`src/pti_pkg.sv`:
```
// constants and types for the receive payload pointer interpreter
//
// Overview of operation
// - flag near 0110, offset 0..782: normal pointer
// - flag near 1001, offset 0..782: new data
// - three 0xFFFF frames enter AIS
// - increment: normal flag, I bits inverted
// - decrement: normal flag, D bits inverted
// - size bits checked only in SDH mode
// - no justification three frames after adjustment
// - SONET increment: eight of ten bits agree
// - SONET decrement: eight of ten bits agree
// - SDH increment: I inverted >=3, D <=2
// - SDH decrement: D inverted >=3, I <=2
// - SDH both majorities inverted: no action
// - three-state machine: normal, lost, AIS
// - one new-data frame enters normal state, except from loss of pointer
// - three equal normal pointers enter normal
// - eight invalid frames enter loss of pointer
// - valid justification moves pointer by one
// - in AIS only AIS pointers count valid
// - in normal, matching pointer also valid
// - AIS change sets latched alarm and pending
// - LOP change sets latched alarm and pending
// - word fields: flag, size, offset
// - SDH checks 64 pairs, SONET all 192
// - first pair primary, others concatenation
package pti_pkg;

  // ----------------------------------------------------------------
  // register map (byte addresses)
  // ----------------------------------------------------------------
  localparam logic [7:0]  PTI_CTRL_OFF     = 8'h00;
  localparam logic [7:0]  PTI_ALARM_OFF    = 8'h04;
  localparam logic [7:0]  PTI_PEND_OFF     = 8'h08;
  localparam logic [7:0]  PTI_MASKA_OFF    = 8'h0C;
  localparam logic [7:0]  PTI_MASKB_OFF    = 8'h10;
  localparam logic [7:0]  PTI_STAT_OFF     = 8'h14;
  localparam int          PTI_SDH_BIT      = 0;
  localparam int          PTI_LOP_BIT      = 0;
  localparam int          PTI_AIS_BIT      = 1;
  localparam int          PTI_STAT_PTR_LSB = 0;
  localparam int          PTI_STAT_ST_LSB  = 12;
  localparam logic        PTI_SDH_RST      = 1'b0;
  localparam logic [1:0]  PTI_MASK_RST     = 2'h0;

  // ----------------------------------------------------------------
  // pointer word layout and codes
  // ----------------------------------------------------------------
  localparam int          PTI_FLAG_MSB     = 15;
  localparam int          PTI_FLAG_LSB     = 12;
  localparam int          PTI_SS_MSB       = 11;
  localparam int          PTI_SS_LSB       = 10;
  localparam int          PTI_OFF_MSB      = 9;
  localparam logic [3:0]  PTI_FLAG_NORM    = 4'h6;
  localparam logic [3:0]  PTI_FLAG_NDF     = 4'h9;
  localparam logic [3:0]  PTI_FLAG_AGREE   = 4'h3;
  localparam logic [1:0]  PTI_SS_SDH       = 2'h2;
  localparam logic [15:0] PTI_AIS_WORD     = 16'hFFFF;
  localparam logic [9:0]  PTI_OFF_MAX      = 10'h30E;
  localparam logic [9:0]  PTI_CI_OFF       = 10'h3FF;
  localparam logic [9:0]  PTI_I_MASK       = 10'h2AA;
  localparam logic [9:0]  PTI_D_MASK       = 10'h155;
  localparam logic [7:0]  PTI_PAIRS_SONET  = 8'hC0;
  localparam logic [7:0]  PTI_PAIRS_SDH    = 8'h40;

  // ----------------------------------------------------------------
  // bit and frame counts
  // ----------------------------------------------------------------
  localparam logic [3:0]  PTI_OFF_BITS     = 4'hA;
  localparam logic [3:0]  PTI_SONET_AGREE  = 4'h8;
  localparam logic [3:0]  PTI_SDH_MAJ      = 4'h3;
  localparam logic [3:0]  PTI_SDH_MIN      = 4'h2;
  localparam logic [1:0]  PTI_NORM_PERSIST = 2'h3;
  localparam logic [1:0]  PTI_AIS_PERSIST  = 2'h3;
  localparam logic [3:0]  PTI_LOP_PERSIST  = 4'h8;
  localparam logic [1:0]  PTI_HOLD_FRAMES  = 2'h3;

  typedef enum logic [1:0] {
    PTI_NORM = 2'b00,
    PTI_LOP  = 2'b01,
    PTI_AIS  = 2'b11
  } pti_state_type;

  typedef struct packed {
    pti_state_type state;
    logic [9:0]    cur_ptr;
    logic [9:0]    cand_ptr;
    logic [1:0]    norm_cnt;
    logic [1:0]    ais_cnt;
    logic [3:0]    inv_cnt;
    logic [1:0]    hold_cnt;
    logic [15:0]   prim_word;
    logic [7:0]    pair_idx;
    logic          concat_pointer_bad;
    logic          sdh;
    logic [1:0]    mask_a;
    logic [1:0]    mask_b;
    logic [1:0]    latch;
    logic [1:0]    pend;
    logic          irq_a;
    logic          irq_b;
    logic          pready;
    logic          pslverr;
    logic [31:0]   prdata;
  } pti_regs_type;

endpackage

```
`src/pti_pointer_interp.sv`:
```
// receive payload pointer interpreter with APB register slave
`timescale 1ns/10ps
module pti_pointer_interp
  import pti_pkg::*;
(
  input  wire logic        pclk,               // 250 MHz clock
  input  wire logic        presetn,            // async reset
  input  wire logic        psel,               // APB select
  input  wire logic        penable,            // APB enable
  input  wire logic        pwrite,             // APB direction
  input  wire logic [7:0]  paddr,              // APB byte address
  input  wire logic [31:0] pwdata,             // APB write data
  output logic      [31:0] prdata,             // APB read data
  output logic             pready,             // APB ready
  output logic             pslverr,            // APB error
  input  wire logic        h_valid,            // pointer pair strobe
  input  wire logic        h_first,            // first pair of frame
  input  wire logic [15:0] h_word,             // H1 in [15:8]
  input  wire logic        frame_tick,         // all pairs received
  output logic             wan_irq_out_a,      // interrupt A
  output logic             wan_irq_out_b,      // interrupt B
  output logic [1:0]       ptr_state,          // interpreter state
  output logic [9:0]       ptr_value,          // accepted pointer
  output logic             path_ais_alarm,     // AIS status
  output logic             pointer_loss_alarm  // LOP status
);

  // ----------------------------------------------------------------
  // helpers
  // ----------------------------------------------------------------
  function automatic logic [3:0] pti_ones(input logic [9:0] v);
    logic [3:0] c;
    c = 4'h0;
    for (int k = 0; k < 10; k++) begin
      c = c + {3'h0, v[k]};
    end
    return c;
  endfunction

  // three of four flag bits agree with the code
  function automatic logic pti_flag(input logic [3:0] f,
                                    input logic [3:0] p);
    return pti_ones({6'h00, ~(f ^ p)}) >= PTI_FLAG_AGREE;
  endfunction

  function automatic logic pti_hit(input logic [7:0] a,
                                   input logic [7:0] o);
    return a == o;
  endfunction

  pti_regs_type r_reg;
  pti_regs_type r_next;

  logic [3:0]   flg;
  logic [1:0]   ss;
  logic [9:0]   off;
  logic         ss_ok;
  logic         is_ais;
  logic         in_rng;
  logic         norm_ok;
  logic         ndf_ok;
  logic [9:0]   diff;
  logic [3:0]   i_inv;
  logic [3:0]   d_inv;
  logic         son_inc;
  logic         son_dec;
  logic         sdh_inc;
  logic         sdh_dec;
  logic         jst_ok;
  logic         inc_ok;
  logic         dec_ok;
  logic         norm_same;
  logic         ptr_valid;
  logic         ci_ok;
  logic [7:0]   pair_lim;
  logic         setup;
  logic         done;
  logic         wr;
  logic         rd;
  logic         mapped;
  logic         ais_evt;
  logic         lop_evt;
  logic [1:0]   evt;
  logic [1:0]   stat_now;
  logic         irq_a_want;
  logic         irq_b_want;

  // ----------------------------------------------------------------
  // pointer classification
  // ----------------------------------------------------------------
  assign flg    = r_reg.prim_word[PTI_FLAG_MSB:PTI_FLAG_LSB];
  assign ss     = r_reg.prim_word[PTI_SS_MSB:PTI_SS_LSB];
  assign off    = r_reg.prim_word[PTI_OFF_MSB:0];
  assign ss_ok  = !r_reg.sdh || (ss == PTI_SS_SDH);
  assign is_ais = r_reg.prim_word == PTI_AIS_WORD;
  assign in_rng = off <= PTI_OFF_MAX;
  // a bad concatenation indication spoils the normal, new-data and justification pointers of the frame, but not an AIS word
  assign norm_ok = pti_flag(flg, PTI_FLAG_NORM) && ss_ok
                   && in_rng && !r_reg.concat_pointer_bad;
  assign ndf_ok  = pti_flag(flg, PTI_FLAG_NDF) && ss_ok
                   && in_rng && !r_reg.concat_pointer_bad;

  assign diff    = off ^ r_reg.cur_ptr;
  assign i_inv   = pti_ones(diff & PTI_I_MASK);
  assign d_inv   = pti_ones(diff & PTI_D_MASK);
  // at most two disagreeing bits means eight of ten agree
  assign son_inc = pti_ones(diff ^ PTI_I_MASK)
                   <= (PTI_OFF_BITS - PTI_SONET_AGREE);
  assign son_dec = pti_ones(diff ^ PTI_D_MASK)
                   <= (PTI_OFF_BITS - PTI_SONET_AGREE);
  assign sdh_inc = (i_inv >= PTI_SDH_MAJ)
                   && (d_inv <= PTI_SDH_MIN);
  assign sdh_dec = (d_inv >= PTI_SDH_MAJ)
                   && (i_inv <= PTI_SDH_MIN);
  assign jst_ok  = pti_flag(flg, PTI_FLAG_NORM) && ss_ok
                   && !r_reg.concat_pointer_bad && (r_reg.state == PTI_NORM)
                   && (r_reg.hold_cnt == 2'h0);
  assign inc_ok  = jst_ok && (r_reg.sdh ? sdh_inc : son_inc);
  assign dec_ok  = jst_ok && (r_reg.sdh ? sdh_dec : son_dec);
  assign norm_same = norm_ok && (off == r_reg.cur_ptr);

  always_comb begin
    unique case (r_reg.state)
      PTI_AIS:  ptr_valid = is_ais;
      PTI_NORM: ptr_valid = ndf_ok || norm_same
                            || inc_ok || dec_ok;
      PTI_LOP:  ptr_valid = 1'b0;
      default:  ptr_valid = 1'b0;
    endcase
  end

  // ----------------------------------------------------------------
  // concatenation indications
  // ----------------------------------------------------------------
  assign ci_ok = (h_word == PTI_AIS_WORD)
                 || (pti_flag(h_word[PTI_FLAG_MSB:PTI_FLAG_LSB],
                              PTI_FLAG_NDF)
                     && (h_word[PTI_OFF_MSB:0] == PTI_CI_OFF)
                     && (!r_reg.sdh
                         || (h_word[PTI_SS_MSB:PTI_SS_LSB]
                             == PTI_SS_SDH)));
  assign pair_lim = r_reg.sdh ? PTI_PAIRS_SDH
                              : PTI_PAIRS_SONET;

  // ----------------------------------------------------------------
  // APB decode
  // ----------------------------------------------------------------
  assign setup  = psel && !penable;
  assign done   = psel && penable && r_reg.pready;
  assign wr     = done && pwrite;
  assign rd     = done && !pwrite;
  assign mapped = pti_hit(paddr, PTI_CTRL_OFF)
                  || pti_hit(paddr, PTI_ALARM_OFF)
                  || pti_hit(paddr, PTI_PEND_OFF)
                  || pti_hit(paddr, PTI_MASKA_OFF)
                  || pti_hit(paddr, PTI_MASKB_OFF)
                  || pti_hit(paddr, PTI_STAT_OFF);

  assign stat_now[PTI_AIS_BIT] = r_reg.state == PTI_AIS;
  assign stat_now[PTI_LOP_BIT] = r_reg.state == PTI_LOP;
  assign ais_evt = (r_next.state == PTI_AIS) != stat_now[PTI_AIS_BIT];
  assign lop_evt = (r_next.state == PTI_LOP) != stat_now[PTI_LOP_BIT];
  assign evt[PTI_AIS_BIT] = ais_evt;
  assign evt[PTI_LOP_BIT] = lop_evt;
  assign irq_a_want = |(r_reg.pend & r_reg.mask_a);
  assign irq_b_want = |(r_reg.pend & r_reg.mask_b);

  // ----------------------------------------------------------------
  // next state
  // ----------------------------------------------------------------
  always_comb begin
    r_next = r_reg;

    if (h_valid) begin
      if (h_first) begin
        r_next.prim_word = h_word;
        r_next.pair_idx  = 8'h01;
        r_next.concat_pointer_bad  = 1'b0;
      end else begin
        if ((r_reg.pair_idx < pair_lim) && !ci_ok) begin
          r_next.concat_pointer_bad = 1'b1;
        end
        if (r_reg.pair_idx != 8'hFF) begin
          r_next.pair_idx = r_reg.pair_idx + 8'h01;
        end
      end
    end

    if (frame_tick) begin
      if (r_reg.hold_cnt != 2'h0) begin
        r_next.hold_cnt = r_reg.hold_cnt - 2'h1;
      end
      if (norm_ok) begin
        if ((off == r_reg.cand_ptr) && (r_reg.norm_cnt != 2'h0)) begin
          if (r_reg.norm_cnt != PTI_NORM_PERSIST) begin
            r_next.norm_cnt = r_reg.norm_cnt + 2'h1;
          end
        end else begin
          r_next.norm_cnt = 2'h1;
        end
        r_next.cand_ptr = off;
      end else begin
        r_next.norm_cnt = 2'h0;
      end
      if (is_ais) begin
        if (r_reg.ais_cnt != PTI_AIS_PERSIST) begin
          r_next.ais_cnt = r_reg.ais_cnt + 2'h1;
        end
      end else begin
        r_next.ais_cnt = 2'h0;
      end
      if (ptr_valid) begin
        r_next.inv_cnt = 4'h0;
      end else if (r_reg.inv_cnt != PTI_LOP_PERSIST) begin
        r_next.inv_cnt = r_reg.inv_cnt + 4'h1;
      end

      if (ndf_ok && (r_reg.state != PTI_LOP)) begin
        r_next.state    = PTI_NORM;
        r_next.cur_ptr  = off;
        r_next.hold_cnt = PTI_HOLD_FRAMES;
        r_next.inv_cnt  = 4'h0;
      end else if (inc_ok) begin
        r_next.cur_ptr  = (r_reg.cur_ptr == PTI_OFF_MAX) ? 10'h000
                          : r_reg.cur_ptr + 10'h001;
        r_next.hold_cnt = PTI_HOLD_FRAMES;
      end else if (dec_ok) begin
        r_next.cur_ptr  = (r_reg.cur_ptr == 10'h000) ? PTI_OFF_MAX
                          : r_reg.cur_ptr - 10'h001;
        r_next.hold_cnt = PTI_HOLD_FRAMES;
      end else if (r_next.norm_cnt == PTI_NORM_PERSIST) begin
        r_next.state   = PTI_NORM;
        r_next.cur_ptr = off;
        r_next.inv_cnt = 4'h0;
      end else if ((r_next.ais_cnt == PTI_AIS_PERSIST)
                   && (r_reg.state != PTI_AIS)) begin
        r_next.state   = PTI_AIS;
        r_next.inv_cnt = 4'h0;
      end else if ((r_next.inv_cnt == PTI_LOP_PERSIST)
                   && (r_reg.state != PTI_LOP)) begin
        r_next.state   = PTI_LOP;
        r_next.inv_cnt = 4'h0;
      end
    end

    // latched alarm shows the event, then the status on the next read
    r_next.latch = (rd && pti_hit(paddr, PTI_ALARM_OFF))
                   ? stat_now : r_reg.latch;
    r_next.latch = r_next.latch | evt;
    // a new event beats the read that clears the pending flag
    r_next.pend  = (rd && pti_hit(paddr, PTI_PEND_OFF))
                   ? 2'h0 : r_reg.pend;
    r_next.pend  = r_next.pend | evt;
    r_next.irq_a = irq_a_want;
    r_next.irq_b = irq_b_want;

    if (wr && pti_hit(paddr, PTI_CTRL_OFF)) begin
      r_next.sdh = pwdata[PTI_SDH_BIT];
    end
    if (wr && pti_hit(paddr, PTI_MASKA_OFF)) begin
      r_next.mask_a = pwdata[1:0];
    end
    if (wr && pti_hit(paddr, PTI_MASKB_OFF)) begin
      r_next.mask_b = pwdata[1:0];
    end

    // read data is fetched in setup, so every access takes one wait-free
    // access cycle
    r_next.pready  = setup;
    r_next.pslverr = setup && !mapped;
    if (setup) begin
      r_next.prdata = 32'h0000_0000;
      if (!pwrite) begin
        if (pti_hit(paddr, PTI_CTRL_OFF)) begin
          r_next.prdata[PTI_SDH_BIT] = r_reg.sdh;
        end
        if (pti_hit(paddr, PTI_ALARM_OFF)) begin
          r_next.prdata[1:0] = r_reg.latch;
        end
        if (pti_hit(paddr, PTI_PEND_OFF)) begin
          r_next.prdata[1:0] = r_reg.pend;
        end
        if (pti_hit(paddr, PTI_MASKA_OFF)) begin
          r_next.prdata[1:0] = r_reg.mask_a;
        end
        if (pti_hit(paddr, PTI_MASKB_OFF)) begin
          r_next.prdata[1:0] = r_reg.mask_b;
        end
        if (pti_hit(paddr, PTI_STAT_OFF)) begin
          r_next.prdata[PTI_STAT_PTR_LSB +: 10] = r_reg.cur_ptr;
          r_next.prdata[PTI_STAT_ST_LSB +: 2]   = r_reg.state;
        end
      end
    end
  end

  always_ff @(posedge pclk or negedge presetn) begin
    if (!presetn) begin
      r_reg        <= '0;
      r_reg.state  <= PTI_LOP;
      r_reg.sdh    <= PTI_SDH_RST;
      r_reg.mask_a <= PTI_MASK_RST;
      r_reg.mask_b <= PTI_MASK_RST;
    end else begin
      r_reg <= r_next;
    end
  end

  // ----------------------------------------------------------------
  // outputs
  // ----------------------------------------------------------------
  assign prdata             = r_reg.prdata;
  assign pready             = r_reg.pready;
  assign pslverr            = r_reg.pslverr;
  assign wan_irq_out_a      = r_reg.irq_a;
  assign wan_irq_out_b      = r_reg.irq_b;
  assign ptr_state          = r_reg.state;
  assign ptr_value          = r_reg.cur_ptr;
  assign path_ais_alarm     = r_reg.state == PTI_AIS;
  assign pointer_loss_alarm = r_reg.state == PTI_LOP;
endmodule

```
`config.mk`:
```
export PLATFORM = sky130hd
export DESIGN_NAME = pti_pointer_interp
export DESIGN_NICKNAME = d
export VERILOG_FILES = /design/src/pti_pkg.sv /design/src/pti_pointer_interp.sv
export SDC_FILE = /design/constraint.sdc
export NUM_CORES = 1
export LEC_CHECK = 0
export BUFFER_PORTS_ARGS = -buffer_cell sky130_fd_sc_hd__buf_4
export CORE_UTILIZATION = 55
export CTS_BUF_LIST = sky130_fd_sc_hd__clkbuf_2 sky130_fd_sc_hd__clkbuf_4 sky130_fd_sc_hd__clkbuf_8
export DETAILED_ROUTE_END_ITERATION = 7
export PLACE_DENSITY = 0.87
export SLEW_MARGIN = 40
export SYNTH_ARGS = -nofsm -noshare
export SYNTH_HDL_FRONTEND = slang
export SYNTH_SLANG_ARGS = --single-unit
export TNS_END_PERCENT = 1
```
`constraint.sdc`:
```
create_clock -name pclk -period 6.25 [get_ports pclk]
set_clock_uncertainty 0.2 [all_clocks]
set_input_delay 0.3125 -clock pclk [delete_from_list [all_inputs] [get_ports pclk]]
set_output_delay 0.3125 -clock pclk [all_outputs]
set_load 0.02 [all_outputs]
```
# After elaboration in Yosys (flattened, before gate mapping)
# Cells that the tools add are included.
[totals]
register_bits = 82
out_inout_bits = 50
elab_cells = 231
[op_classes]
addsub = 42
n_lt_le_gt_ge = 11
eq_ne = 28
mux = 50
bitwise_logic = 13
n_reduce_logical = 67
[ops]
columns = ["cell", "n"]
rows = [
  ["2-to-1 mux 10 bit", 8],
  ["adder 4 x 1 -> 4 bit", 14],
  ["2-to-1 mux 2 bit", 23],
  ["equality test 16 bit (second input constant)", 2],
  ["logical AND 1 bit", 32],
  ["2-to-1 mux 32 bit", 1],
  ["2-to-1 mux 4 bit", 8],
  ["adder 3 x 1 -> 4 bit", 7],
  ["adder 2 x 1 -> 3 bit", 7],
  ["equality test 10 bit", 2],
  ["equality test 10 bit (second input constant)", 2],
  ["greater-or-equal comparator 4 x 2 -> 1 bit (second input constant)", 5],
  ["equality test 8 x 4 -> 1 bit (second input constant)", 2],
  ["equality test 8 x 5 -> 1 bit (second input constant)", 2],
  ["<= comparator 4 x 2 -> 1 bit (second input constant)", 4],
  ["2-to-1 mux 8 bit", 2],
  ["adder 1 x 1 -> 2 bit", 7],
  ["equality test 2 bit (second input constant)", 6],
  ["2-to-1 mux 12 bit", 1],
  ["inverter 4 bit", 3],
  ["AND reduction 2 bit", 6],
  ["logical OR 1 bit", 11],
  ["adder 10 x 1 -> 10 bit (second input constant)", 1],
  ["<= comparator 10 bit (second input constant)", 1],
  ["other kinds (30)", 54],
]

# Logic depth before layout (Yosys ltp)
[depth]
depth_word = 31
depth_mapped = 21

# Least setup slack after synthesis
# No wires, ideal clock.
[synth_timing]
path_type = "register -> register"
start = "register r_reg, in the netlist ptr_value[8]"
end = "register r_reg[36] in the netlist's numbering"
setup_time_ns = 0.079
arrival_ns = 4.886
path_slack_ns = 1.085
path_stages_with_launch = 20
n_path_buf = 1
period_less_slack_ns = 5.165
path_cell_list = "dfrtp_1 > clkbuf_1 > xor2_1 > inv_1 > fa_1 > inv_1 > fa_1 > inv_1 > fa_1 > ha_1 > inv_1 > fa_1 > a211oi_1 > nor2_1 > o41a_1 > a211oi_1 > a211o_1 > o21ai_0 > a211oi_2 > mux2i_1"
[synth_rtl]
columns = ["item", "line", "source"]
rows = [
  ["start: declaration", "pti_pointer_interp.sv:51", "pti_regs_type r_reg;"],
  ["start signal: assignment", "pti_pointer_interp.sv:305", "r_reg <= r_next;"],
]

==> qor.tcl <==
set qor(synth_area_per_cell_um2) 8.98
set qor(p_leak_uw) 0.00316
set qor(yosysTopAreaCellShare_pct) 34.2
set qor(ys_top_cells_by_count) {sky130_fd_sc_hd__dfrtp_1 (81), sky130_fd_sc_hd__nand2_1 (74), sky130_fd_sc_hd__inv_1 (55)}
set qor(ctsResizeCount) 0
set qor(gate_power_share_pct) 65.9
set qor(clock_power_share_pct) 12.3
set qor(p_switching_uw) 1780
set qor(first_iter_violations) 337
set qor(diodes) 0
set qor(post-route-period-util_pct) 93.9
set qor(cp_data_arrival_time_ns) 5.95
set qor(ir_drop_v) 0.000401
set qor(cp_num_cells) 19
set qor(critPathCaptureType) {flop}
set qor(drt.antenna.violating_nets) 0
set qor(largest_reg_flops) 40
set qor(dp_hpwl_um) 9790
set qor(die_area_mm2) 0.0112
set qor(grt_antenna_before_repair) 0
set qor(setup_repair_after_global_routing_missed_its_margin) {false}
set qor(ys_top_cells_by_area) {sky130_fd_sc_hd__dfrtp_1 (34%), sky130_fd_sc_hd__ha_1 (6.1%), sky130_fd_sc_hd__buf_4 (5.6%)}
set qor(seq_power_share_pct) 21.8
set qor(timing.hold.worst.class) {in -> reg}
set qor(cpLargestDelayFamily) {adder cells}
set qor(post-route-drc-count) 0
set qor(timing.max_cap.violations) 0
set qor(crit_path_max_incr_delay_ns) 0.60
set qor(synth_seq_area_share_pct) 34.6
set qor(design.final.nets) 809
set qor(final-hold-violation-count) 0
set qor(grt_first_pass_wirelength_um) 23100
set qor(cell_internal_power_uw) 1890
set qor(vias_in_the_first_global_route) 4962
set qor(cts-buffers-inserted) 9
set qor(grt_max_degree) 83
set qor(post-synth-top-count-cell) {sky130_fd_sc_hd__dfrtp_1}
set qor(route.final.wire_length_um) 13600
set qor(final-max-slew-violation-count) 0
set qor(highest_achievable_clock_rate_ghz) 0.170
set qor(worstPathMaxFanout) 11
set qor(cts_setup_buffers) 0
set qor(cells_after_synth) 660
set qor(result_of_the_run) {completed}
set qor(power.density_mw_per_mm2) 554
set qor(die_w_um) 106
set qor(edff_count_synth) 0
set qor(yosys_register_bits) 82
set qor(clkTransAtPathRegs_ns) 0.10
set qor(post-route-util_pct) 63.9
set qor(buffer_depth_of_the_longest_clock_path) 2
set qor(core_region_area_mm2) 0.0104
set qor(netlist_area_mm2) 0.00593
set qor(drtPass1Iterations) 6
set qor(clock_sinks) 82
set qor(ff2ff_path_depth) 19
set qor(dieHeight_um) 106
set qor(rows) 37
set qor(ys.warnings.count) 0
set qor(route.vias.total) 4999
set qor(fin_total_pwr_uw) 3670
set qor(floorplan.initialDensity_pct) 57.2
set qor(p_sw_share_pct) 48.6
set qor(cp_cell_sequence) {xor2_1 -> inv_1 -> fa_1 -> inv_1 -> fa_1 -> inv_1 -> fa_1 -> ha_1 -> inv_1 -> fa_1 -> a211oi_1 -> nor2_1 -> o41a_1 -> a211oi_1 -> buf_4 -> a211o_1 -> o21ai_0 -> a211oi_2 -> mux2i_1}
set qor(area.growth.synth_to_final_pct) 11.8
set qor(min_path_cells) 3
set qor(transition_time_at_the_pin_with_the_least_slew_margin_ns) 0.740
set qor(slowest_stage) {sky130_fd_sc_hd__dfrtp_1}
set qor(layout_min_cycle_time_ns) 5.87
set qor(gp_congestion) 0.948
set qor(tritoncts) {done}
set qor(synth-async-reset-ratio_pct) 100
set qor(drt-wirelength-per-cell_um) 16.2
set qor(clock-root-buffer) {sky130_fd_sc_hd__clkbuf_8}
set qor(final-setup-viol-count) 0
set qor(vias_per_cell) 5.94
set qor(grt.total_usage_pct) 25.9
set qor(drive_above_1_share_pct) 16.1
set qor(timing.critical_path.required_ns) 6.33
set qor(max_slew_margin_pct) 50.7
set qor(portBuffers) 63
set qor(timing.critical_path.from_type) {flop}
set qor(cp_num_buf_inv) 5
set qor(clkLatencyLatePin_ns) 0.37
set qor(grt.overflow.total) 0
set qor(timing.setup.critical_path_class) {reg -> reg}
set qor(postSynth.topFlopCell) {sky130_fd_sc_hd__dfrtp_1}
set qor(clock_tree.htree_level_count) 3
set qor(synth.distinct_cells) 70
set qor(cell_type_with_the_largest_total_area_after_synthesis) {sky130_fd_sc_hd__dfrtp_1}
set qor(design.portCount) 114
set qor(fin_setup_tns_ns) 0
power groups by stage:
stage | clock [µW] | combinational, µW | sequential (µW)
floorplan | 0 | 1890 | 703
global placement | 0 | 2120 | 797
detailed placement | 0 | 2350 | 806
CTS | 457 | 2390 | 797
global route | 480 | 2720 | 819
finish | 450 | 2420 | 803
cell usage in the layout, fill, tap and decap left out, types with 5 or more instances in the layout:
| cell | netlist | layout |
|---|---|---|
| sky130_fd_sc_hd__a21o_1 | 7 | 7 |
| sky130_fd_sc_hd__a21oi_1 | 33 | 33 |
| sky130_fd_sc_hd__a22o_1 | 14 | 14 |
| sky130_fd_sc_hd__and3_1 | 6 | 6 |
| sky130_fd_sc_hd__buf_4 | 44 | 66 |
| sky130_fd_sc_hd__clkbuf_8 | 0 | 9 |
| sky130_fd_sc_hd__conb_1 | 1 | 20 |
| sky130_fd_sc_hd__dfrtp_1 | 81 | 81 |
| sky130_fd_sc_hd__dlygate4sd3_1 | 0 | 19 |
| sky130_fd_sc_hd__fa_1 | 15 | 15 |
| sky130_fd_sc_hd__ha_1 | 29 | 29 |
| sky130_fd_sc_hd__inv_1 | 55 | 55 |
| sky130_fd_sc_hd__mux2_2 | 14 | 14 |
| sky130_fd_sc_hd__mux2i_1 | 7 | 7 |
| sky130_fd_sc_hd__nand2_1 | 74 | 74 |
| sky130_fd_sc_hd__nand3_1 | 14 | 14 |
| sky130_fd_sc_hd__nand4_1 | 11 | 11 |
| sky130_fd_sc_hd__nor2_1 | 32 | 32 |
| sky130_fd_sc_hd__nor3_1 | 19 | 18 |
| sky130_fd_sc_hd__nor3b_1 | 5 | 5 |
| sky130_fd_sc_hd__nor4_1 | 6 | 6 |
| sky130_fd_sc_hd__o21ai_0 | 31 | 31 |
| sky130_fd_sc_hd__o22ai_1 | 11 | 11 |
| sky130_fd_sc_hd__or3_1 | 8 | 8 |
| sky130_fd_sc_hd__xnor2_1 | 25 | 25 |
| sky130_fd_sc_hd__xor2_1 | 11 | 11 |
kinds of logic (layout without fill, tap and decap cells):
family / Yosys count / count (layout) / share of synthesized area, %
buffers and inverters: 130 / 157 / 11.5
AOI/OAI and AO/OA: 141 / 141 / 16.1
and+or+nand+nor: 205 / 205 / 17.3
muxes: 21 / 21 / 3.84
xor gates and xnor gates: 36 / 36 / 5.32
DFF: 82 / 82 / 34.6
adders and majority gates: 44 / 44 / 11.2
other: 1 / 20 / 0.0633
per-layer routing:
| metal | global-route usage (%) | wire length [µm] |
|---|---|---|
| met1 | 31.8 | 5460 |
| met2 | 45.1 | 6820 |
| met3 | 3.96 | 903 |
| met4 | 11.4 | 435 |
| met5 | 0 | 0 |
area by class of cell:
type	count	area, µm²
fillers	827	3740
multi-input cells	467	3270
flip-flops and latches	82	2050
repair buffers	86	697
inverters	55	206
well taps	136	170
clock buffers	9	124
clock inverters	7	106
worst min-delay path, cell delays in order:
cell and delay (ns):
sky130_fd_sc_hd__buf_4 0.10, sky130_fd_sc_hd__nor2_1 0.04, sky130_fd_sc_hd__nor2_1 0.08
per-stage QoR:
step                      hold slack [ns]  instances  instance area [µm²]  setup WS (ns)
final                             0.00879        842                 6630          0.380
after global placement              0.270        807                 6200          0.709
after global routing               0.0314        842                 6630          0.109
after floorplan                    -0.183        679                 6000           1.08
after detailed placement            0.200        807                 6210          0.452
after CTS                         0.00353        842                 6630          0.418
path summary, 6_finish.rpt:
path                                    from   endpoint  slack, ns
worst max-delay path            ptr_value[8]  r_reg[38]       0.38
worst min-delay path                 h_first  r_reg[46]      0.009
worst max register to register  ptr_value[8]  r_reg[38]       0.38
worst min register to register     r_reg[89]  r_reg[89]       0.31
max in group asynchronous            presetn  prdata[4]       4.98
min in group asynchronous            presetn  r_reg[48]       0.33
timing repair:
action                     in CTS  in global routing
hold endpoints to repair      102                  0
hold buffers                   19                  0
setup endpoints to repair       0                  0
Note: power is estimated with default switching activity, not from simulation.
